===== config.mk =====
export PLATFORM = sky130hd
export DESIGN_NAME = msc_config_decoder
export DESIGN_NICKNAME = d
export VERILOG_FILES = /design/src/logic/msc_pkg.sv /design/src/logic/msc_config_decoder.sv
export VERILOG_INCLUDE_DIRS = /design/src /design/src/logic
export SDC_FILE = /design/constraint.sdc
export NUM_CORES = 1
export LEC_CHECK = 0
export ABC_AREA = 1
export BUFFER_PORTS_ARGS = -buffer_cell sky130_fd_sc_hd__buf_4
export CELL_PAD_IN_SITES_DETAIL_PLACEMENT = 1
export CELL_PAD_IN_SITES_GLOBAL_PLACEMENT = 1
export CORE_AREA = 5 5 118 120
export CTS_BUF_LIST = sky130_fd_sc_hd__clkbuf_8
export CTS_CLUSTER_SIZE = 25
export DETAILED_ROUTE_END_ITERATION = 6
export DIE_AREA = 0 0 123 125
export PLACE_DENSITY_LB_ADDON = 0.1
export SLEW_MARGIN = 20
export SYNTH_ARGS = -nofsm -noshare
export SYNTH_HDL_FRONTEND = slang
export SYNTH_SLANG_ARGS = --single-unit

===== constraint.sdc =====
create_clock -name clk_sys -period 10.09 [get_ports clk_sys]
set_clock_uncertainty 0.05 [all_clocks]
set_input_delay 2.018 -clock clk_sys [delete_from_list [all_inputs] [get_ports clk_sys]]
set_output_delay 2.018 -clock clk_sys [all_outputs]
set_load 0.01 [all_outputs]

===== src/logic/msc_map.svh =====
/*
 * Constants of the modem switch configuration decoder: switch positions,
 * factory values, rate coding and debounce length.
 * Assumes switch inputs read 1 for On and 0 for Off.
 */
// What this block does
// [RL1] Bank-two positions 6,7 select internal, terminal or recovered clock; Off/Off reserved.
// [RL2] Bank-two position 8 On honours terminal loop requests; Off ignores them.
// [RL3] Bank-three positions 1-6 decode exactly to 64..2304 kbps terminal rate.
// [RL4] Line rate is the lowest one that still carries the terminal rate.
// [RL5] Bank-three position 7 Off restores software settings to factory defaults.
// [RL6] Bank-three position 8 On samples transmit data on falling transmit clock edge.
// [RL7] Bank-three position 8 Off samples transmit data on rising transmit clock edge.
// [RL8] A customer-premise unit with all switches On runs as plug-and-play.
// [RL9] Plug-and-play unit starts with defaults and receive-recovered clocking.
// [RL10] Central office sets terminal and line rate in handshake; premise unit adopts them.
// [RL11] Plug-and-play unit keeps every other setting at its default.
// [RL12] Central office of a plug-and-play pair never uses recovered clocking; not enforced here, its switches may still select it.
// [RL13] Rate changes come only from the central office; premise unit follows.
// [RL14] Switches are synchronised and must be stable several samples before use.
// [RL15] Unknown rate codes and reserved clock code are flagged; last valid kept.
`ifndef MSC_MAP_SVH
`define MSC_MAP_SVH

// ------------------------------------------------------------------
// Switch positions (bit index within a bank)
// ------------------------------------------------------------------
`define MSC_S2_CLK_A        5
`define MSC_S2_CLK_B        6
`define MSC_S2_LOOP         7
`define MSC_S3_RATE_HI      5
`define MSC_S3_NORMAL       6
`define MSC_S3_EDGE         7

// ------------------------------------------------------------------
// Rate coding and factory values
// ------------------------------------------------------------------
`define MSC_RATE_SHIFT      6
`define MSC_RATE_V_MIN      6'h03
`define MSC_RATE_V_MAX      6'h27
`define MSC_RATE_HOLE_A     6'h14
`define MSC_RATE_HOLE_B     6'h1b
`define MSC_RATE_V_SPLIT    6'h1c
`define MSC_DEF_RATE_CODE   6'h0c
`define MSC_LINE_MIN_KBPS   12'h090
`define MSC_LINE_OVH_KBPS   12'h010
`define MSC_DEBOUNCE_SAMPLES 8

`endif


===== src/logic/msc_pkg.sv =====
/*
 * Types of the modem switch configuration decoder.
 * Assumes nothing beyond a SystemVerilog elaborator.
 */
package msc_pkg;

	typedef enum logic [1:0] {
		MSC_CLK_INTERNAL  = 2'h0,
		MSC_CLK_TERMINAL  = 2'h1,
		MSC_CLK_RECOVERED = 2'h2
	} msc_clk_mode_t;

	typedef enum logic [1:0] {
		MSC_LOCAL       = 2'h0,
		MSC_PNP_DEFAULT = 2'h1,
		MSC_PNP_ADOPTED = 2'h3
	} msc_pnp_state_t;

endpackage : msc_pkg


===== src/logic/msc_config_decoder.sv =====
/*
 * Switch configuration decoder of a symmetric line modem: debounces three
 * switch banks, decodes clock mode, loop response, rates, defaults reset and
 * transmit data sampling edge, and handles plug-and-play rate adoption.
 * Assumes switches, strap, loop request, transmit data and the three clock
 * sources are asynchronous pins; peer rate words come from handshake logic
 * on clk_sys. Clock sources must be far slower than clk_sys.
 */
`timescale 1ns/10ps
`include "msc_map.svh"

module msc_config_decoder #(
	parameter int DEB_SAMPLES = `MSC_DEBOUNCE_SAMPLES
) (
	// Clock and reset
	input  wire logic                   clk_sys,
	input  wire logic                   rst,
	// Configuration switches and strap
	input  wire logic [7:0]             switch_bank_one,
	input  wire logic [7:0]             switch_bank_two,
	input  wire logic [7:0]             switch_bank_three,
	input  wire logic                   unit_is_customer_premise,
	// Terminal side
	input  wire logic                   terminal_loop_request,
	input  wire logic                   serial_transmit_line,
	// Transmit clock sources
	input  wire logic                   clk_src_internal,
	input  wire logic                   clk_src_terminal,
	input  wire logic                   clk_src_recovered,
	// Rates from the central office handshake
	input  wire logic                   peer_rate_valid,
	input  wire logic [5:0]             peer_rate_code,
	input  wire logic [11:0]            peer_line_kbps,
	// Decoded settings
	output logic [1:0]                  tx_clock_mode,
	output logic                        loopback_enable,
	output logic [5:0]                  terminal_rate_code,
	output logic [11:0]                 terminal_rate_kbps,
	output logic [11:0]                 line_rate_kbps,
	output logic                        restore_defaults,
	output logic                        sample_on_falling,
	output logic                        plug_and_play_active,
	output logic                        config_invalid,
	// Transmit clock and sampled data
	output logic                        terminal_tx_clock_out,
	output logic                        tx_data_bit,
	output logic                        tx_data_strobe
);
	import msc_pkg::*;

	localparam int DCW = $clog2(DEB_SAMPLES + 1);

	if (DEB_SAMPLES < 2 || DEB_SAMPLES > 1024) begin : g_bad_deb
		$error("msc_config_decoder: DEB_SAMPLES must lie in 2..1024");
	end

	// ------------------------------------------------------------------
	// State
	// ------------------------------------------------------------------
	typedef struct packed {
		logic [23:0]    sw_meta;
		logic [23:0]    sw_sync;
		logic [23:0]    sw_cand;
		logic [23:0]    sw_stab;
		logic [DCW-1:0] deb_cnt;
		logic           settled;
		logic [5:0]     pin_meta;
		logic [5:0]     pin_sync;
		msc_clk_mode_t  clk_mode;
		logic           loop_allow;
		logic           loop_en;
		logic [5:0]     rate_code;
		logic [11:0]    rate_kbps;
		logic [11:0]    line_kbps;
		logic           restore;
		logic           fall_edge;
		logic           invalid;
		msc_pnp_state_t pnp;
		logic           txc;
		logic           tx_bit;
		logic           tx_stb;
	} msc_state_t;

	msc_state_t st_reg;
	msc_state_t st_next;

	// ------------------------------------------------------------------
	// Rate decode helpers
	// ------------------------------------------------------------------
	// Switch On reads 1 but codes as 0, position 1 is the low bit. The table
	// runs in order with two holes, so an offset of two below the upper hole
	// and three above it reproduces every printed entry exactly.
	function automatic logic [6:0] msc_rate_lookup(input logic [5:0] sw);
		logic [5:0] v;
		logic [6:0] r;
		v = ~sw;
		r = 7'h00;
		if (v < `MSC_RATE_V_MIN || v > `MSC_RATE_V_MAX) begin
			r = 7'h00;
		end else if (v == `MSC_RATE_HOLE_A || v == `MSC_RATE_HOLE_B) begin
			r = 7'h00;
		end else if (v < `MSC_RATE_V_SPLIT) begin
			r = {1'b1, 6'(v - 6'h02)};
		end else begin
			r = {1'b1, 6'(v - 6'h03)};
		end
		return r;
	endfunction : msc_rate_lookup

	function automatic logic [11:0] msc_line_for(input logic [11:0] kbps);
		logic [11:0] need;
		need = kbps + `MSC_LINE_OVH_KBPS;
		return (need < `MSC_LINE_MIN_KBPS) ? `MSC_LINE_MIN_KBPS : need;
	endfunction : msc_line_for

	// ------------------------------------------------------------------
	// Next state
	// ------------------------------------------------------------------
	always_comb begin
		logic [7:0]    b2;
		logic [7:0]    b3;
		logic [6:0]    lut;
		logic          all_on;
		logic          pnp_now;
		logic          sel_clk;
		logic          do_sample;
		msc_clk_mode_t sw_mode;
		logic          mode_ok;
		logic          peer_ok;
		st_next   = st_reg;
		b2        = st_reg.sw_stab[15:8];
		b3        = st_reg.sw_stab[23:16];
		lut       = 7'h00;
		all_on    = 1'b0;
		pnp_now   = 1'b0;
		sel_clk   = 1'b0;
		do_sample = 1'b0;
		sw_mode   = MSC_CLK_INTERNAL;
		mode_ok   = 1'b0;
		peer_ok   = 1'b0;

		// Two flip-flops ahead of the switches, strap, loop request, transmit data and clock sources.
		st_next.sw_meta  = {switch_bank_three, switch_bank_two, switch_bank_one};
		st_next.sw_sync  = st_reg.sw_meta;
		st_next.pin_meta = {clk_src_recovered, clk_src_terminal, clk_src_internal,
		                    serial_transmit_line, terminal_loop_request,
		                    unit_is_customer_premise};
		st_next.pin_sync = st_reg.pin_meta;

		// A new switch pattern is taken only after it held for DEB_SAMPLES.
		if (st_reg.sw_sync != st_reg.sw_cand) begin // RL14
			st_next.sw_cand = st_reg.sw_sync;
			st_next.deb_cnt = '0;
		end else if (st_reg.deb_cnt != DCW'(DEB_SAMPLES)) begin
			st_next.deb_cnt = st_reg.deb_cnt + DCW'(1);
		end else begin
			st_next.sw_stab = st_reg.sw_cand; // RL14
			st_next.settled = 1'b1;
		end

		all_on  = &st_reg.sw_stab;
		pnp_now = st_reg.settled && st_reg.pin_sync[0] && all_on; // RL8

		case ({b2[`MSC_S2_CLK_A], b2[`MSC_S2_CLK_B]}) // RL1
			2'b11:   sw_mode = MSC_CLK_INTERNAL;
			2'b01:   sw_mode = MSC_CLK_TERMINAL;
			2'b10:   sw_mode = MSC_CLK_RECOVERED;
			default: sw_mode = MSC_CLK_INTERNAL;
		endcase
		mode_ok = b2[`MSC_S2_CLK_A] | b2[`MSC_S2_CLK_B];
		lut = msc_rate_lookup(b3[`MSC_S3_RATE_HI:0]); // RL3
		// A peer word with an impossible rate is dropped whole, line rate included.
		peer_ok = peer_rate_valid && (peer_rate_code != 6'h00) &&
		          (peer_rate_code <= 6'(`MSC_RATE_V_MAX - 6'h03));

		case (st_reg.pnp)
			MSC_LOCAL: begin
				if (pnp_now) begin
					st_next.pnp = MSC_PNP_DEFAULT;
				end
			end
			MSC_PNP_DEFAULT: begin
				if (!pnp_now) begin
					st_next.pnp = MSC_LOCAL;
				end else if (peer_rate_valid) begin
					st_next.pnp = MSC_PNP_ADOPTED; // RL10
				end
			end
			MSC_PNP_ADOPTED: begin
				if (!pnp_now) begin
					st_next.pnp = MSC_LOCAL;
				end
			end
			default: st_next.pnp = MSC_LOCAL;
		endcase

		if (st_reg.settled && !pnp_now) begin
			// Local switches rule; bad codes keep the last good value.
			st_next.invalid = !lut[6] || !mode_ok; // RL15
			if (mode_ok) begin
				st_next.clk_mode = sw_mode; // RL1
			end
			if (lut[6]) begin
				st_next.rate_code = lut[5:0]; // RL3
			end
			st_next.loop_allow = b2[`MSC_S2_LOOP]; // RL2
			st_next.restore    = !b3[`MSC_S3_NORMAL]; // RL5
			st_next.fall_edge  = b3[`MSC_S3_EDGE];
		end else if (pnp_now) begin
			// Everything but the rates stays at the plug-and-play default.
			st_next.invalid    = 1'b0;
			st_next.clk_mode   = MSC_CLK_RECOVERED; // RL9
			st_next.loop_allow = 1'b0; // RL11
			st_next.restore    = 1'b0; // RL11
			st_next.fall_edge  = 1'b1; // RL11
			if (st_reg.pnp == MSC_LOCAL) begin
				st_next.rate_code = `MSC_DEF_RATE_CODE; // RL9
			end
			if (peer_ok) begin
				st_next.rate_code = peer_rate_code; // RL13
			end
		end

		st_next.rate_kbps = {st_next.rate_code, 6'h00};
		if (pnp_now && peer_ok && peer_line_kbps >= st_next.rate_kbps) begin
			st_next.line_kbps = peer_line_kbps; // RL10
		end else if (!pnp_now || st_reg.pnp == MSC_LOCAL) begin
			st_next.line_kbps = msc_line_for(st_next.rate_kbps); // RL4
		end

		// Gate with the new permission so entering plug-and-play drops loops at once.
		st_next.loop_en = st_next.loop_allow && st_reg.pin_sync[1]; // RL2

		// Transmit clock follows the chosen source; data is taken on the edge
		// of our own output so the terminal sees a consistent relation.
		case (st_reg.clk_mode)
			MSC_CLK_TERMINAL:  sel_clk = st_reg.pin_sync[4];
			MSC_CLK_RECOVERED: sel_clk = st_reg.pin_sync[5];
			default:           sel_clk = st_reg.pin_sync[3];
		endcase
		st_next.txc = sel_clk;
		if (st_reg.fall_edge) begin
			do_sample = st_reg.txc && !sel_clk; // RL6
		end else begin
			do_sample = !st_reg.txc && sel_clk; // RL7
		end
		st_next.tx_stb = do_sample;
		if (do_sample) begin
			st_next.tx_bit = st_reg.pin_sync[2];
		end
	end

	// ------------------------------------------------------------------
	// Registers
	// ------------------------------------------------------------------
	always_ff @(posedge clk_sys or posedge rst) begin
		if (rst) begin
			st_reg            <= '0;
			st_reg.clk_mode   <= MSC_CLK_RECOVERED;
			st_reg.rate_code  <= `MSC_DEF_RATE_CODE;
			st_reg.rate_kbps  <= {`MSC_DEF_RATE_CODE, 6'h00};
			st_reg.line_kbps  <= {`MSC_DEF_RATE_CODE, 6'h00} + `MSC_LINE_OVH_KBPS;
			st_reg.fall_edge  <= 1'b1;
			st_reg.pnp        <= MSC_LOCAL;
		end else begin
			st_reg <= st_next;
		end
	end

	assign tx_clock_mode         = st_reg.clk_mode;
	assign loopback_enable       = st_reg.loop_en;
	assign terminal_rate_code    = st_reg.rate_code;
	assign terminal_rate_kbps    = st_reg.rate_kbps;
	assign line_rate_kbps        = st_reg.line_kbps;
	assign restore_defaults      = st_reg.restore;
	assign sample_on_falling     = st_reg.fall_edge;
	assign plug_and_play_active  = st_reg.pnp[0];
	assign config_invalid        = st_reg.invalid;
	assign terminal_tx_clock_out = st_reg.txc;
	assign tx_data_bit           = st_reg.tx_bit;
	assign tx_data_strobe        = st_reg.tx_stb;

endmodule : msc_config_decoder


=== Yosys cells after proc, flatten, opt, wreduce, memory -nomap -nowiden ===
Index checks and enable logic that the tools add are counted.

* Bits in registers: 143
* Logic and storage cells: 103

* Add/sub/neg operators: 4
* $lt $le $gt $ge: 6
* Equal/unequal tests: 14
* Mux-type cells: 26
* Bitwise operators: 4
* Reduce and logical (&&, ||, !) cells: 29

{| class="wikitable"
|+ Operators by type and width
! kind !! count
|-
| 2-to-1 mux 12 bit || 3
|-
| 2-to-1 mux 6 bit || 6
|-
| inequality test 24 bit || 1
|-
| AND reduction 24 bit || 1
|-
| 2-to-1 mux 7 bit || 2
|-
| adder 12 x 5 -> 12 bit, second input constant || 1
|-
| equality test 6 x 5 -> 1 bit, second input constant || 2
|-
| >= comparator 12 bit || 1
|-
| < comparator 12 x 8 -> 1 bit, second input constant || 1
|-
| 2-to-1 mux 3 bit || 4
|-
| subtractor 6 x 2 -> 6 bit, second input constant || 2
|-
| logical AND 1 bit || 10
|-
| 2-to-1 mux 2 bit || 5
|-
| 2-to-1 mux 4 bit || 2
|-
| equality test 2 x 1 -> 1 bit, second input constant || 3
|-
| equality test 2 bit, second input constant || 3
|-
| greater-than comparator 6 bit, second input constant || 1
|-
| less-or-equal comparator 6 bit, second input constant || 1
|-
| logical NOT 1 bit || 6
|-
| < comparator 6 x 2 -> 1 bit, second input constant || 1
|-
| < comparator 6 x 5 -> 1 bit, second input constant || 1
|-
| inequality test 2 bit, second input constant || 3
|-
| inverter 6 bit || 1
|-
| case mux 2 bit (3 select lines) || 1
|-
| other kinds (14) || 21
|}

=== Depth between registers and ports, before layout ===
Gate-level depths: netlist of run 1.

* Word-level depth: 12
* Gate-level depth with buffers: 23
* Gate-level depth less buffers: 23

=== Worst setup path before layout of run 1 ===
Ideal clock, no wire load.

* Kind: input -> register
* Start point: input port peer_rate_code[0]
* End point: register st_reg (netlist bit line_rate_kbps[10])
* Library setup time: 0.119 ns
* Arrival: 4.082 ns
* Data required time: 9.921 ns
* Setup slack: 5.839 ns
* Stages: 19
* Cells stage by stage: nor2_1 -> nand3_1 -> nand2_1 -> inv_1 -> nand2_1 -> nand2_1 -> a21oi_2 -> nor2_4 -> ha_1 -> inv_1 -> nor2_1 -> o21ai_0 -> nand3_1 -> nand2_4 -> inv_4 -> nor2_2 -> inv_2 -> o22ai_1 -> nor2_1

* Cells in the longest elaborated chain, start to end: 11
* Elaborated cells between the ends (all ways): 16
* Classes of those cells: add/sub (1); order compare (3); mux (6); reduce/logical (6)

{| class="wikitable"
|+ Ends and longest elaborated chain
! element !! line !! RTL
|-
| from (decl) || msc_config_decoder.sv:32 || <nowiki>input wire logic [5:0] peer_rate_code,</nowiki>
|-
| branches (longest 11 deep; another with adder 12 x 5 -> 12 bit) || n/a ||
|-
| to (signal assigned) || msc_config_decoder.sv:266 || <nowiki>st_reg <= st_next;</nowiki>
|-
| to (decl) || msc_config_decoder.sv:84 || <nowiki>msc_state_t st_reg;</nowiki>
|}

Several ways; the timed one is not identified. The select of a mux whose other input is x is not followed.
A chain may end at the register's enable or synchronous reset.

==> flow_summary.yaml, run 1 <==
critical_path:
  timing.reg2reg.setup_slack_ps: 6800
  crit_fanout: 8
  start_kind: "input port"
  cp_slowest_cell: "nand2_1"
  reg2reg_depth: 21
  reg2reg_to: "line_rate_kbps[10]"
  crit_arrival_ps: 4550
  slowest_delay_ps: 290
  crit_chain: "buf_4, nor2_1, nand3_1, nand2_1, inv_1, nand2_1, nand2_1, nor2_1, o21ai_0, nor2_1, ha_1, nand2_1, nor3_1, nand3_1, nand3_1, nand2_4, inv_4, nor2_2, inv_2, o22ai_1, nor2_1"
  required_ps: 10380
  cp-end-kind: "register"
  crit_type: "in2reg"
  cp_top_family: "simple AND/OR/NAND/NOR gates"
  critPathBufInv: 4
  reg2reg_from: "st_reg[76]"
routing:
  via_per_inst: 4.806
  drtAntennaViolNets: 0
  wirelength_um: 12630
  drtIter0Drc: 178
  drtPass1Iterations: 4
  vias: 4037
  drc: 0
  wl_per_cell_um: 15.03
min_path:
  min_from: "st_next[110]"
  hold_end: "st_reg[110]"
  hold_depth: 0
  hp-class: "reg2reg"
clocking:
  cts-resized-gates: 0
  cts_tree: "done"
  cts_buffers: 17
  clk-insertion-delay-late_ps: 440
  postCtsSetupBuffers: 0
  cts_num_sinks: 143
  root_buffer: "clkbuf_8"
  htreeDepth: 4
  clk_pin_slew_ps: 80
  max-clock-path-buffers: 2
  holdBufCountCts: 0
timing:
  fin_setup_tns_ps: 0
  rsz0062_at_grt: "false"
  finalCritPeriodShare_pct: 42.21
  finalHoldViolations: 0
  slew-limit-headroom_pct: 49.19
  finalWorstSetupSlack_ps: 5831
  worst_pin_slew_ps: 762.1
  timing.hold.ws_ps: 299.9
  setup_viol: 0
  period_needed_ps: 4259
  fmax_mhz: 234.8
  slew_violations: 0
power:
  peakVddDrop_mv: 0.1168
  powerDensity_nw_per_um2: 159.5
  p_leak_nw: 3.533
placed_design:
  io_buffers: 84
  dp.cells: 809
  gp_congestion: 0.8086
  hpwlAfterDp_um: 9264
  dp_slack_ps: 5372
run:
  max_cap_violations: 0
logic_synthesis:
  synth-seq-area-share_pct: 58.64
  ys_types: 46
  synthFlopType: "dfrtp_1"
  yosys_warnings: 0
  ys_ff_latch: 143
  avgSynthCellArea_um2: 10.09
  syn_area_um2: 6117
  synth_async_sr_flop_share_pct: 100.0
  netlist_instances: 606
  synth-edff-count: 0
global_route:
  grt_max_degree: 87
  track_usage_pct: 17.82
  antenna_found_initial: 0
  grt_remaining_overflow: 0
  grt_pass1_vias: 4432
  grt_pass1_wl_um: 21400
run_status:
  status: "finished clean"
layout:
  drive_above_1_share_pct: 24.85
  mostFrequentLayoutCells: "dfrtp_1, nand2_1, buf_4"
  final_common_cell: "dfrtp_1"
  final_cells: 840
  largest_reg_flops: 85
  fin_nets: 718
  syn2layout_area_growth_pct: 15.18
  diodes: 0
die:
  fp.dieH_um: 125
  ioPinCount: 91
  dieArea_um2: 15380
  start_util_pct: 47.51
  rows: 42
  coreArea_um2: 12870
  dieWidth_um: 123
-- final cells by class --
type                            count  area (µm²)
Multi-Input combinational cell    328        1882
Inverter                           76       295.3
Fill cell                        1439        5829
Clock inverter                     14       177.7
Timing Repair Buffer               86       649.4
Sequential cell                   143        3587
Clock buffer                       17       234.0
Tap cell                          176       220.2
-- logic make-up after synthesis --
family | count (synthesis) | synth area share (%)
AO/OA/AOI/OAI | 71 | 7.118
buffers and inverters | 140 | 10.90
XOR/XNOR | 22 | 3.150
AND/OR/NAND/NOR | 214 | 17.06
adder cells (fa/ha/maj) | 15 | 3.068
flip-flops | 143 | 58.64
other | 1 | 0.06130
-- Yosys cell counts, types with 2 or more instances --
cell      number  share of area [%]
a21oi_1       10               0.82
a21oi_2        2               0.29
a22o_1         8                1.1
a22oi_1        2               0.25
buf_4         34                4.2
clkbuf_1      27                1.7
clkinv_1       2               0.12
dfrtp_1      136                 56
dfstp_2        7                3.0
ha_1          15                3.1
inv_1         66                4.0
inv_2          6               0.37
inv_4          2               0.20
nand2_1      117                7.2
nand2_2        3               0.31
nand2_4        2               0.37
nand2_8        2               0.65
nand3_1       24                2.0
nand3_2        6               0.98
nand4_1        4               0.41
nor2_1        35                2.1
nor2_4         4               0.74
nor2_8         2               0.65
nor3_1         2               0.16
nor4_1         3               0.31
o21ai_0       28                2.3
o21ai_1        6               0.49
o21ai_2        5               0.72
o22ai_1        6               0.61
or2_2          4               0.41
xnor2_1        6               0.86
xor2_1        16                2.3
-- layer usage --
| metal | GRT usage, % | part of all wire (%) | wire length, µm |
|---|---|---|---|
| met5 | 0 | 0 | 0 |
| met4 | 7.687 | 2.4 | 306 |
| met3 | 4.878 | 4.3 | 543 |
| met2 | 30.40 | 52 | 6571 |
| met1 | 20.97 | 41 | 5205 |
-- through the flow --
step | util, % | power, W | instance area [µm²]
floorplan | - | 0.0006384 | 6136
global placement | 51.50 | 0.0006586 | 6630
detailed placement | 51.50 | 0.0006623 | 6630
CTS | 54.69 | 0.001141 | 7042
global route | 54.72 | 0.001174 | 7046
finish | 54.72 | 0.001123 | 7046
-- power by group --
part / switching, W / internal [W] / total, W
Combinational: 0.0000276 / 0.0000221 / 0.0000497
Clock: 0.000227 / 0.000247 / 0.000474
Sequential: 0.00000937 / 0.000591 / 0.000600
-- how the worst max path moves through the flow --
| stage | from | to | slack (ps) | cells past startpoint |
|---|---|---|---|---|
| after floorplan | rst | config_invalid | 4200 | 1 |
| after global placement | peer_rate_code[0] | line_rate_kbps[10] | 5520 | 20 |
| after detailed placement | peer_rate_code[0] | line_rate_kbps[10] | 5370 | 21 |
| after CTS | peer_rate_code[0] | line_rate_kbps[10] | 5840 | 21 |
| after global routing | peer_rate_code[0] | line_rate_kbps[10] | 5480 | 21 |
| final | peer_rate_code[0] | line_rate_kbps[10] | 5830 | 21 |
Note: power is estimated with default switching activity, not from simulation.
==> run 2, diff against run 1 <==
--- a/config.mk
+++ b/config.mk
@@ -10,11 +10,11 @@
 export BUFFER_PORTS_ARGS = -buffer_cell sky130_fd_sc_hd__buf_4
 export CELL_PAD_IN_SITES_DETAIL_PLACEMENT = 1
 export CELL_PAD_IN_SITES_GLOBAL_PLACEMENT = 1
-export CORE_AREA = 5 5 118 120
+export CORE_AREA = 5 5 122 124
 export CTS_BUF_LIST = sky130_fd_sc_hd__clkbuf_8
 export CTS_CLUSTER_SIZE = 25
 export DETAILED_ROUTE_END_ITERATION = 6
-export DIE_AREA = 0 0 123 125
+export DIE_AREA = 0 0 127 129
 export PLACE_DENSITY_LB_ADDON = 0.1
 export SLEW_MARGIN = 20
 export SYNTH_ARGS = -nofsm -noshare
==> constraint.sdc (replaced) <==
create_clock -name clk_sys -period 4.5 [get_ports clk_sys]
set_clock_uncertainty 0.05 [all_clocks]
set_input_delay 0.9 -clock clk_sys [delete_from_list [all_inputs] [get_ports clk_sys]]
set_output_delay 0.9 -clock clk_sys [all_outputs]
set_load 0.01 [all_outputs]
==> run 2 against run 1 <==
Net effect: die area increased by 6.6%; via count fell by 0.12%; sequential cell count is the same; first-iteration DRC count grew 5.1%; setup slack worse by 4600 ps; critical path type is now reg2reg; critical endpoint unchanged.
==> flow_summary.yaml, run 2 (synthesis results as in run 1) <==
run_status:
  status: "finished clean"
run:
  max_cap_violations: 0
timing:
  slew-limit-headroom_pct: 45.32
  finalCritPeriodShare_pct: 72.53
  fmax_mhz: 306.4
  timing.hold.ws_ps: 299.7
  worst_pin_slew_ps: 820.1
  period_needed_ps: 3264
  setup_viol: 0
  rsz0062_at_grt: "false"
  slew_violations: 0
  finalHoldViolations: 0
  fin_setup_tns_ps: 0
power:
  powerDensity_nw_per_um2: 346.5
  peakVddDrop_mv: 0.2385
  p_leak_nw: 3.514
  total_power_w: 0.002433
layout:
  final_cells: 844
  final_common_cell: "dfrtp_1"
  diodes: 0
  syn2layout_area_growth_pct: 14.79
  fin_nets: 718
  mostFrequentLayoutCells: "dfrtp_1, nand2_1, buf_4"
  drive_above_1_share_pct: 24.70
  largest_reg_flops: 85
  num-fill-cells: 1544
  fin_area_um2: 7022
die:
  dieWidth_um: 127
  start_util_pct: 44.76
  dieArea_um2: 16380
  coreArea_um2: 13670
  fp.dieH_um: 129
  rows: 43
  ioPinCount: 91
global_route:
  grt_max_degree: 144
  grt_util_met2_pct: 27.86
  grt_pass1_vias: 4303
  track_usage_pct: 16.06
  grt_remaining_overflow: 0
  top_usage_layer: "met2"
  antenna_found_initial: 0
  met1_usage_pct: 18.96
  gr-usage-met3_pct: 5.438
  grt_pass1_wl_um: 20510
routing:
  via_per_inst: 4.777
  drtPass1Iterations: 4
  drc: 0
  wirelength_um: 12400
  wl_per_cell_um: 14.69
  drtAntennaViolNets: 0
  vias: 4032
  drtIter0Drc: 187
clocking:
  htreeDepth: 4
  cts_num_sinks: 143
  clk_pin_slew_ps: 80
  holdBufCountCts: 0
  postCtsSetupBuffers: 0
  max-clock-path-buffers: 2
  root_buffer: "clkbuf_8"
  cts_buffers: 17
  cts-resized-gates: 0
  clk-insertion-delay-late_ps: 440
  cts_tree: "done"
critical_path:
  cp_slowest_cell: "dfrtp_1"
  crit_arrival_ps: 3550
  cp-end-kind: "register"
  start_kind: "register"
  crit_fanout: 8
  crit_type: "reg2reg"
  slowest_delay_ps: 460
  required_ps: 4790
  crit_chain: "inv_1, ha_1, inv_1, nand3_1, nand2_1, nand2_1, nand3_2, nand2_1, nand3_1, nand3_2, inv_1, ha_1, a21oi_1, o21a_1, nand3_1, nand2_4, inv_4, nor2_2, inv_2, o22ai_1, nor2_1"
placed_design:
  dp.cells: 813
  gp_congestion: 0.8345
  io_buffers: 84
  place_area_um2: 6646
  hpwlAfterDp_um: 9177
min_path:
  hp-class: "reg2reg"
## run 2: cell types whose count changed in the layout (fill, tap and decap cells not counted)
cell / delta
clkinvlp_4: +3
inv_6: -3
clkinv_2: +2
clkinv_4: -2
buf_12: +1
buf_6: -1
bufinv_16: -1
inv_1: +1
## run 2: metal layers
metal,part of all wire (%),vias up
met2,52,82
met4,1.4,0
met3,5.2,13
li1,-,1943
met1,42,1994
met5,0,-
## run 2: where the power goes
| group | switching (W) | internal, W | leakage [nW] |
|---|---|---|---|
| clock network | 0.000487 | 0.000488 | 0.190 |
| logic | 0.0000620 | 0.0000504 | 1.56 |
| registers | 0.0000210 | 0.00132 | 1.76 |
## run 2: final timing paths
kind,from,end,slack [ps],cells after the start
worst max register to register,st_reg[76],line_rate_kbps[10],1240,21
worst min register to register,st_next[124],st_reg[124],300,0
worst max-delay path,st_reg[76],line_rate_kbps[10],1240,21
worst min-delay path,st_next[124],st_reg[124],300,0
min in group asynchronous,rst,st_reg[4],560,3
max in group asynchronous,rst,st_reg[69],3180,3
## run 2: through the flow
step,worst slack (ps),utilization (%)
5_1_grt,985.6,51.38
4_1_cts,1227,51.38
3_5_place_dp,847.5,48.64
2_1_floorplan,1367,-
3_3_place_gp,1062,48.64
6_report,1236,51.38
## run 2: layout make-up
class                   instances  area, µm²  area share (%)
clock inverters                14      141.4           2.014
multi-input cells             328       1882           26.80
inverters                      76      294.0           4.187
flip-flops and latches        143       3587           51.09
clock buffers                  17      234.0           3.332
well taps                     180      225.2           3.207
repair buffers                 86      658.1           9.373
## run 2: critical path, delay by kind of cell, from the launching register on
family                   cells  cell delay [ps]
adder cells (fa/ha/maj)      2              510
AO/OA/AOI/OAI                3              430
buffers and inverters        5              450
AND/OR/NAND/NOR             11             1270
flip-flops                   1              460
==> run 3, diff against run 2 <==
==> constraint.sdc (replaced) <==
create_clock -name clk_sys -period 3.3 [get_ports clk_sys]
set_clock_uncertainty 0.05 [all_clocks]
set_input_delay 0.66 -clock clk_sys [delete_from_list [all_inputs] [get_ports clk_sys]]
set_output_delay 0.66 -clock clk_sys [all_outputs]
set_load 0.01 [all_outputs]
==> run 3 against run 2 <==
Net effect: sequential power increased by 36%; die area unchanged; sequential share of layout area decreased by 1.3 points; critical path type unchanged.
==> flow_summary.yaml, run 3 (synthesis results as in run 1) <==
layout:
  syn2layout_area_growth_pct: 17.90
  fin_util_pct: 52.77
  seqCellArea_um2: 3590
  num-fill-cells: 1531
  fin_nets: 730
  mostFrequentLayoutCells: "dfrtp_1, nand2_1, buf_4"
  multiInputGateArea_um2: 1924
  final_cells: 855
  largest_reg_flops: 85
  diodes: 0
  final_common_cell: "dfrtp_1"
  drive_above_1_share_pct: 27.41
  fin_area_um2: 7212
power:
  powerDensity_nw_per_um2: 471.6
  peakVddDrop_mv: 0.4635
  p_leak_nw: 3.603
routing:
  drtPass1Iterations: 4
  wirelength_um: 12670
  wl_per_cell_um: 14.82
  wl_met3_um: 594
  drc: 0
  wl_met1_um: 5314
  top_layer_used: "met4"
  via_per_inst: 4.792
  vias: 4097
  dr_wl_met2_um: 6457
  drtIter0Drc: 127
  drtAntennaViolNets: 0
placed_design:
  dp.cells: 820
  hpwlAfterDp_um: 9581
  io_buffers: 84
  gp_congestion: 0.8415
  place_area_um2: 6711
critical_path:
  crit_start: "st_reg[76]"
  cp-end-kind: "register"
  start_kind: "register"
  crit_arrival_ps: 3400
  crit_chain: "inv_2, ha_2, inv_1, nand3_1, nand2_1, nand2_2, inv_1, nor2_4, nand3_1, nand3_1, nand2_1, ha_1, nand2_1, nor2_2, nand3_1, nand3_2, nand2_4, buf_12, nand2_8, inv_4, a22o_1, clkinv_1, nand2_1"
  cp_top_family: "simple AND/OR/NAND/NOR gates"
  crit_type: "reg2reg"
  critPathBufInv: 6
  slowest_delay_ps: 460
  cp_slowest_cell: "dfrtp_2"
  required_ps: 3580
  crit_fanout: 7
  reg2reg_from: "st_reg[76]"
die:
  ioPinCount: 91
  fp.dieH_um: 129
  coreArea_um2: 13670
  dieArea_um2: 16380
  start_util_pct: 44.76
  dieWidth_um: 127
  rows: 43
timing:
  setup_viol: 0
  slew-limit-headroom_pct: 44.10
  finalHoldViolations: 0
  finalCritPeriodShare_pct: 94.44
  period_needed_ps: 3117
  fin_setup_tns_ps: 0
  fmax_mhz: 320.9
  worst_pin_slew_ps: 836.8
  slew_violations: 0
clocking:
  clk_pin_slew_ps: 80
  htreeDepth: 4
  cts_num_sinks: 143
  root_buffer: "clkbuf_8"
  max-clock-path-buffers: 2
  cts_tree: "done"
  cts_buffers: 17
  holdBufCountCts: 0
  clk-insertion-delay-late_ps: 430
run_status:
  status: "finished clean"
global_route:
  antenna_found_initial: 0
  grt_pass1_vias: 4449
  grt_remaining_overflow: 0
  grt_pass1_wl_um: 20970
  track_usage_pct: 16.36
  grt_max_degree: 50
run:
  max_cap_violations: 0
min_path:
  min_from: "serial_transmit_line"
  hp-class: "in2reg"
==> run 3: changes by cell type in the layout (fill, tap and decap cells not counted), sizes merged <==
cell      delta
clkinvlp     -1
inv          -2
bufinv       +1
clkinv       -1
clkbuf       +2
buf         +12
==> run 3: final cells by class <==
cell class / count / share of cell area, %
clock buffer: 19 / 3.626
clock inverter: 11 / 1.995
inverter: 76 / 4.077
multi-input combinational: 328 / 26.68
sequential: 143 / 49.77
tap: 180 / 3.123
timing repair buffer: 98 / 10.72
==> run 3: worst reg2reg max path, delay by kind of cell, from the launching register on <==
family	cells	cell delay, ps
adders and majority gates	2	500
and+or+nand+nor	14	1350
DFF	1	460
AOI/OAI and AO/OA	1	180
buffers and inverters	6	480
==> run 3: worst paths after layout <==
check / cells after the start / to / slack (ps)
max: 23 / line_rate_kbps[7] / 180
min: 1 / st_next[44] / 280
max reg2reg: 23 / line_rate_kbps[7] / 180
min reg2reg: 0 / st_reg[109] / 300
max in group asynchronous: 3 / st_next[121] / 2060
min in group asynchronous: 2 / st_reg[77] / 340
==> run 3: metrics by stage <==
step / hold slack, ps / power [W] / setup WS, ps
after floorplan: 281.2 / 0.001952 / 407.0
after CTS: 245.2 / 0.003453 / 31.04
after detailed placement: 286.3 / 0.002033 / -41.29
after global placement: 281.6 / 0.002022 / 101.7
after global routing: 234.2 / 0.003550 / -42.60
final: 283.1 / 0.003401 / 183.4
==> run 3: timing repair <==
action                     CTS  global route
hold endpoints to repair     0             0
gates resized for setup      0            16
setup buffers                0             5
setup endpoints to repair    0            11
==> run 3: where the power goes <==
| group | total (W) | switching, W | leakage (nW) | internal, W |
|---|---|---|---|---|
| clock network | 0.00141 | 0.000630 | 0.206 | 0.000776 |
| logic | 0.000160 | 0.0000880 | 1.64 | 0.0000723 |
| registers | 0.00183 | 0.0000277 | 1.76 | 0.00181 |
==> run 3: per-layer routing <==
metal	global-route usage, %	vias up
li1	-	1977
met1	19.19	1996
met2	28.02	97
met3	4.774	27
met4	7.256	0
met5	0	-
